$ cat src/common/bpr_map.vh
// Register offsets, field positions and reset values for the power-good routing block
`ifndef BPR_MAP_VH
`define BPR_MAP_VH

`define BPR_ADDR_W        8
`define BPR_DATA_W        8
`define BPR_NUM_PINS      7
`define BPR_NUM_REGS      3

`define BPR_OFF_REG1      8'h70
`define BPR_OFF_REG2      8'h71
`define BPR_OFF_REG3      8'h72

`define BPR_FLAG_BIT      7
`define BPR_ROUTE_MSB     6
`define BPR_REG1_ROUTE_M  7'h07
`define BPR_REG3_ROUTE_M  7'h60
`define BPR_FULL_ROUTE_M  7'h7F

`define BPR_ROUTE_RST     7'h00
`define BPR_DIR_RST       7'h00

`endif

$ cat src/hw/bpr_route.v
// Routing of three regulator power-good change events onto seven multipurpose pins
//
// Contract
// - Regulator 1 bits 2..0 steer its event to pins 2..0 when set.
// - Regulator 2 bit 7 is read-only flag of a power-good change.
// - Regulator 2 bits 6..0 steer its event to matching pins when set.
// - Regulator 3 bit 7 is read-only flag of a power-good change.
// - Regulator 3 bits 6 and 5 steer its event to pins 6, 5.
// - A pin carries a routed interrupt only when configured as output.
`timescale 1ns/1ps
`include "bpr_map.vh"
module bpr_route (
  // Clock and reset
  input  wire                   clk,
  input  wire                   rst,
  // Register port
  input  wire [`BPR_ADDR_W-1:0] reg_addr,
  input  wire                   reg_wr,
  input  wire                   reg_rd,
  input  wire [`BPR_DATA_W-1:0] reg_wdata,
  output reg  [`BPR_DATA_W-1:0] reg_rdata,
  output reg                    reg_ack,
  // Regulator power-good levels
  input  wire [2:0]             power_good,
  // Pin direction, one bit per pin, 1 = output
  input  wire [`BPR_NUM_PINS-1:0] pin_direction_out,
  // Multipurpose pin drive
  output reg  [`BPR_NUM_PINS-1:0] multipurpose_pin_irq_q,
  output reg  [`BPR_NUM_PINS-1:0] multipurpose_pin_oe_n_q
);

  // ==========================================================
  // Storage and internal nets
  // Only bits 6..0 are stored; bit 7 reads back the event flag
  reg  [`BPR_NUM_PINS-1:0] route_q [0:`BPR_NUM_REGS-1];
  integer                  i;
  // Decoded access
  wire [1:0]               acc_idx;
  wire [2:0]               wr_sel;
  wire [2:0]               rd_sel;
  wire                     ack_d;
  // Event flags, one per regulator
  wire [2:0]               flag;
  wire                     reg1_pg_event_flag;
  wire                     reg2_pg_event_flag;
  wire                     reg3_pg_event_flag;
  // Select fields of the partly implemented registers
  wire                     reg1_route_pin2;
  wire                     reg1_route_pin1;
  wire                     reg1_route_pin0;
  wire                     reg3_route_pin6;
  wire                     reg3_route_pin5;
  // Read path
  wire [`BPR_DATA_W-1:0]   reg1_byte;
  wire [`BPR_DATA_W-1:0]   reg2_byte;
  wire [`BPR_DATA_W-1:0]   reg3_byte;
  reg  [`BPR_DATA_W-1:0]   rdata_d;
  // Pin path
  wire [`BPR_NUM_PINS-1:0] reg1_pins;
  wire [`BPR_NUM_PINS-1:0] reg2_pins;
  wire [`BPR_NUM_PINS-1:0] reg3_pins;
  reg  [`BPR_NUM_PINS-1:0] pin_irq_d;
  wire [`BPR_NUM_PINS-1:0] pin_drive_d;
  wire [`BPR_NUM_PINS-1:0] pin_oe_n_d;

  // ==========================================================
  // Helpers
  // Writable select bits of each routing register
  function [`BPR_NUM_PINS-1:0] route_mask;
    input [1:0] idx;
    begin
      case (idx)
        2'h0:    route_mask = `BPR_REG1_ROUTE_M;
        2'h1:    route_mask = `BPR_FULL_ROUTE_M;
        2'h2:    route_mask = `BPR_REG3_ROUTE_M;
        default: route_mask = `BPR_ROUTE_RST;
      endcase
    end
  endfunction

  // Register number of an address; 3 means unmapped
  function [1:0] reg_index;
    input [`BPR_ADDR_W-1:0] a;
    begin
      case (a)
        `BPR_OFF_REG1: reg_index = 2'h0;
        `BPR_OFF_REG2: reg_index = 2'h1;
        `BPR_OFF_REG3: reg_index = 2'h2;
        default:       reg_index = 2'h3;
      endcase
    end
  endfunction

  // One-hot select of a register number, empty when unmapped
  function [2:0] reg_onehot;
    input [1:0] idx;
    begin
      case (idx)
        2'h0:    reg_onehot = 3'h1;
        2'h1:    reg_onehot = 3'h2;
        2'h2:    reg_onehot = 3'h4;
        default: reg_onehot = 3'h0;
      endcase
    end
  endfunction

  // Copy of one event on the pins its select bits name
  function [`BPR_NUM_PINS-1:0] gate_route;
    input [`BPR_NUM_PINS-1:0] sel;
    input                     evt;
    begin
      gate_route = sel & {`BPR_NUM_PINS{evt}};
    end
  endfunction

  // ==========================================================
  // Address decode
  // Unmapped addresses select nothing: writes vanish, reads give zero
  assign acc_idx = reg_index(reg_addr);
  assign wr_sel  = reg_wr ? reg_onehot(acc_idx) : 3'h0;
  assign rd_sel  = reg_rd ? reg_onehot(acc_idx) : 3'h0;
  assign ack_d   = reg_wr | reg_rd;

  // ==========================================================
  // Event flags
  // Reading a flag clears it; a change in the same cycle still sets it
  genvar g;
  generate
    for (g = 0; g < 3; g = g + 1) begin : gen_flag
      bpr_flag u_flag (
        .clk        (clk),
        .rst        (rst),
        .power_good (power_good[g]),
        .clear      (rd_sel[g]),
        .flag_q     (flag[g])
      );
    end
  endgenerate

  assign reg1_pg_event_flag = flag[0];
  assign reg2_pg_event_flag = flag[1];
  assign reg3_pg_event_flag = flag[2];

  // ==========================================================
  // Routing registers
  always @(posedge clk) begin
    if (rst) begin
      for (i = 0; i < `BPR_NUM_REGS; i = i + 1) begin
        route_q[i] <= `BPR_ROUTE_RST;
      end
    end else begin
      for (i = 0; i < `BPR_NUM_REGS; i = i + 1) begin
        if (wr_sel[i]) begin
          // Unimplemented select bits stay zero so they cannot route
          route_q[i] <= reg_wdata[`BPR_ROUTE_MSB:0] & route_mask(i[1:0]);
        end
      end
    end
  end

  // ==========================================================
  // Read path
  assign reg1_route_pin2 = route_q[0][2];
  assign reg1_route_pin1 = route_q[0][1];
  assign reg1_route_pin0 = route_q[0][0];
  assign reg3_route_pin6 = route_q[2][6];
  assign reg3_route_pin5 = route_q[2][5];

  // Bit 7 is never written; it reads as the live flag state
  assign reg1_byte = {reg1_pg_event_flag, 4'h0,
                      reg1_route_pin2, reg1_route_pin1, reg1_route_pin0};
  assign reg2_byte = {reg2_pg_event_flag, route_q[1]};
  assign reg3_byte = {reg3_pg_event_flag, reg3_route_pin6, reg3_route_pin5, 5'h00};

  always @* begin
    case (acc_idx)
      2'h0:    rdata_d = reg1_byte;
      2'h1:    rdata_d = reg2_byte;
      2'h2:    rdata_d = reg3_byte;
      default: rdata_d = 8'h00;
    endcase
  end

  // Data holds between reads, so a late look still sees the last byte
  always @(posedge clk) begin
    if (rst) begin
      reg_rdata <= 8'h00;
      reg_ack   <= 1'h0;
    end else begin
      reg_ack <= ack_d;
      if (reg_rd) begin
        reg_rdata <= rdata_d;
      end
    end
  end

  // ==========================================================
  // Pin combining
  assign reg1_pins = gate_route(route_q[0], reg1_pg_event_flag);
  assign reg2_pins = gate_route(route_q[1], reg2_pg_event_flag);
  assign reg3_pins = gate_route(route_q[2], reg3_pg_event_flag);

  // A pin shared by several regulators shows any of their events
  always @* begin
    pin_irq_d = reg1_pins | reg2_pins | reg3_pins;
  end

  // Input pins are never driven, so a routed event cannot reach them
  assign pin_drive_d = pin_irq_d & pin_direction_out;
  assign pin_oe_n_d  = ~pin_direction_out;

  always @(posedge clk) begin
    if (rst) begin
      multipurpose_pin_irq_q  <= `BPR_DIR_RST;
      multipurpose_pin_oe_n_q <= ~`BPR_DIR_RST;
    end else begin
      multipurpose_pin_irq_q  <= pin_drive_d;
      multipurpose_pin_oe_n_q <= pin_oe_n_d;
    end
  end

endmodule

$ cat src/hw/bpr_flag.v
// Sticky power-good change flag for one regulator
`timescale 1ns/1ps
module bpr_flag (
  // Clock and reset
  input  wire clk,
  input  wire rst,
  // Power-good level and clear strobe
  input  wire power_good,
  input  wire clear,
  // Flag
  output reg  flag_q
);

  reg pg_prev_q;
  reg primed_q;

  // ==========================================================
  // Change detect, set wins over clear
  // Primed avoids a false event from the unknown level at reset
  always @(posedge clk) begin
    if (rst) begin
      pg_prev_q <= 1'b0;
      primed_q  <= 1'b0;
      flag_q    <= 1'b0;
    end else begin
      pg_prev_q <= power_good;
      primed_q  <= 1'b1;
      if (primed_q && (power_good != pg_prev_q)) begin
        flag_q <= 1'b1;
      end else if (clear) begin
        flag_q <= 1'b0;
      end
    end
  end

endmodule

$ cat config.mk
export PLATFORM = sky130hd
export DESIGN_NAME = bpr_route
export DESIGN_NICKNAME = d
export VERILOG_FILES = /design/src/hw/bpr_route.v /design/src/hw/bpr_flag.v
export VERILOG_INCLUDE_DIRS = /design/src /design/src/common
export SDC_FILE = /design/constraint.sdc
export NUM_CORES = 1
export LEC_CHECK = 0
export BUFFER_PORTS_ARGS = -buffer_cell sky130_fd_sc_hd__buf_2
export CORE_ASPECT_RATIO = 0.9
export CORE_MARGIN = 8
export CORE_UTILIZATION = 45
export DETAILED_ROUTE_END_ITERATION = 16
export GPL_TIMING_DRIVEN = 0
export PLACE_DENSITY_LB_ADDON = 0.12
export RECOVER_POWER = 100
export SYNTH_ARGS = -nofsm -noshare
export SYNTH_HDL_FRONTEND = slang
export SYNTH_SLANG_ARGS = --single-unit
$ cat constraint.sdc
create_clock -name clk -period 4.76 [get_ports clk]
set_input_delay 0.952 -clock clk [delete_from_list [all_inputs] [get_ports clk]]
set_output_delay 0.952 -clock clk [all_outputs]
set_load 0.005 [all_outputs]
==> flow_summary.ini <==
[synthesis]
ys.flop_type = dfxtp_1
ys_types = 28
syn-cell-area_um2 = 1550
synth-edff-count = 12
yosysWarningCount = 0
synth_compound_area_frac = 0.0882
syn_nets = 176
async_flop_share = 0
synth-simple-area-share = 0.239
synthMuxAreaShare = 0.00647
synth_seq_cells = 42
synth_top_family_by_area = simple AND/OR/NAND/NOR gates
synth_adder_area_share = 0
syn_inst = 146
syn_area_per_cell_um2 = 10.6
synth-xor-area-share = 0.0170
yosysSeqAreaShare = 0.621

[timing]
setup_viol = 0
final_max_slew_viol_count = 0
finalHoldViolations = 0
setup_tns_ps = 0
post-route-period-util = 0.632
max_freq_mhz = 332
hold_ws_ps = 455
skew_ps = 7.78
tightest_slew_ps = 1100
min_period_ps = 3010
maxSlewHeadroom = 0.257
rsz0062_at_grt = false

[setup_path]
reg2reg_depth = 3
reg2reg_to = gen_flag[1].u_flag.flag_q
critPathArrivalTime_ps = 2980
required_ps = 4740
critPathCaptureType = register
critPathMaxFanout = 7
r2r_slack_ps = 3670
path_class = primary input to register
start_kind = primary input
rr_startpoint = gen_flag[1].u_flag.flag_q

[die]
start_util = 0.465
die_w_um = 77.8
fp.coreArea_um2 = 3330
die_area_um2 = 5570
std_cell_rows = 20
die_height_um = 71.6
ioPinCount = 53

[power]
p_per_area_nw_per_um2 = 357
max-vdd-ir-drop_v = 0.000209
design_power_total_w = 0.000678
p_leak_nw = 0.772

[global_route]
grt_pass1_wl_um = 5680
grt_pass1_vias = 1214
gr-total-overflow = 0
grt_util_all_layers = 0.132
antenna_found_initial = 0
grt_max_degree = 14

[placed_design]
dpl.hpwl_um = 2700
gp_congestion = 0.813
io_buffer_count = 49
dp_cells = 239

[clock_network]
insertion_delay_ps = 300
clockRootBuffer = clkbuf_8
cts_resized = 0
clockBufferDepth = 2
clock_sinks = 42
cts_buffers = 5
h-tree-depth = 2
clkSlewWorstSetupHoldPaths_ps = 80
hold_buffers = 0
cts_tree = done
postCtsSetupBuffers = 0

[final_layout]
nets = 232
final_layout_size_suffix_gt1_frac = 0.232
num_antenna_cells = 0
final_cell_count_no_fill = 247
area_growth_pct = 23.0

[drt]
vias = 1202
ant_nets = 0
drtIter0Drc = 51
firstDrtPassIters = 4
wl_per_cell_um = 14.1
via_per_inst = 4.87
drc_errors = 0
finalWirelength_um = 3480

[outcome]
status = complete, no violations

[flow_run]
drv_cap = 0

[min_path]
holdPathEnd = reg_rdata[2]
hp-class = register to register
whs_path_depth = 2
min_from = reg_rdata[2]
## layout make-up
class | count | area [um2]
fillers | 320 | 1430
flip-flops and latches | 42 | 961
multi-input cells | 96 | 523
repair buffers | 49 | 226
clock buffers | 6 | 82.6
well taps | 44 | 55.1
plain buffers | 6 | 35.0
clock inverters | 2 | 11.3
inverters | 2 | 7.51
## cells in the mapped netlist, types with 3 or more instances
cell type  number  share of area
nand2_1        24          0.058
and2_1          7          0.028
nand2b_1        4          0.016
nand3_1        11          0.036
nor2b_1         6          0.024
dfxtp_1        30           0.39
edfxtp_1       12           0.23
a21oi_1         9          0.029
xor2_1          3          0.017
clkbuf_1        4         0.0097
a22oi_1         5          0.024
nor2_1         12          0.029
## power by group
part	switching (W)	internal (W)	leakage, nW
clock network	0.000121	0.000117	0.0515
registers	0.00000722	0.000382	0.360
logic	0.0000279	0.0000237	0.360
total	0.000156	0.000522	0.772
## worst max-delay path by stage
| stage | startpoint | endpoint | slack [ps] | depth (start not counted) |
|---|---|---|---|---|
| 2_1_floorplan | reg_addr[3] | route_q[0][0] | 2220 | 4 |
| 3_3_place_gp | reg_addr[3] | route_q[0][0] | 1910 | 5 |
| 3_5_place_dp | reg_addr[3] | route_q[0][0] | 1900 | 5 |
| 4_1_cts | reg_addr[3] | route_q[0][0] | 2220 | 5 |
| 5_1_grt | reg_addr[3] | route_q[0][13] | 1500 | 5 |
| 6_report | reg_addr[3] | route_q[0][12] | 1750 | 5 |
## critical path: stages
cell     delay, ps
buf_2           90
or4b_1         590
nor4b_1        950
nand2_1        120
nand2_1        280
## kinds of logic (layout without fill, tap and decap cells)
family / count (synthesis) / after routing
flops: 42 / 42
simple gates: 71 / 71
mux: 1 / 1
compound gates: 21 / 21
buf+inv: 8 / 65
xor+xnor: 3 / 3
## sequential cells by signal (all words and copies together) (netlist names)
register and flops:
multipurpose_pin_oe_n_q 7, gen_flag.u_flag.primed_q 1, reg_ack 1, reg_rdata 8
gen_flag.u_flag.pg_prev_q 3, route_q 12, gen_flag.u_flag.flag_q 3, multipurpose_pin_irq_q 7
## metal layers
metal	share of wire	global-route usage
met1	0.43	0.146
met2	0.46	0.204
met3	0.090	0.0563
met4	0.014	0.0879
met5	0	0
## cell usage in the layout (no fill, tap or decap), drive strengths merged, types with 2 or more instances in the layout
cell type / netlist / layout
edfxtp: 12 / 12
nor2b: 6 / 6
a22oi: 5 / 5
buf: 2 / 36
o21ai: 2 / 2
a21oi: 9 / 9
a22o: 2 / 2
xor2: 3 / 3
nand2: 24 / 24
nand3: 11 / 11
dfxtp: 30 / 30
and2: 7 / 7
nand2b: 4 / 4
nor2: 12 / 12
clkbuf: 4 / 25
inv: 2 / 3
## metrics by stage
| stage | worst slack [ps] | cell area [um2] | utilization |
|---|---|---|---|
| finish | 1750 | 1900 | 0.571 |
| global route | 1500 | 1900 | 0.571 |
| CTS | 2220 | 1940 | 0.583 |
| detailed placement | 1900 | 1850 | 0.555 |
| global placement | 1910 | 1850 | 0.555 |
| floorplan | 2220 | 1550 | - |
(Power assumes the default switching activity.)
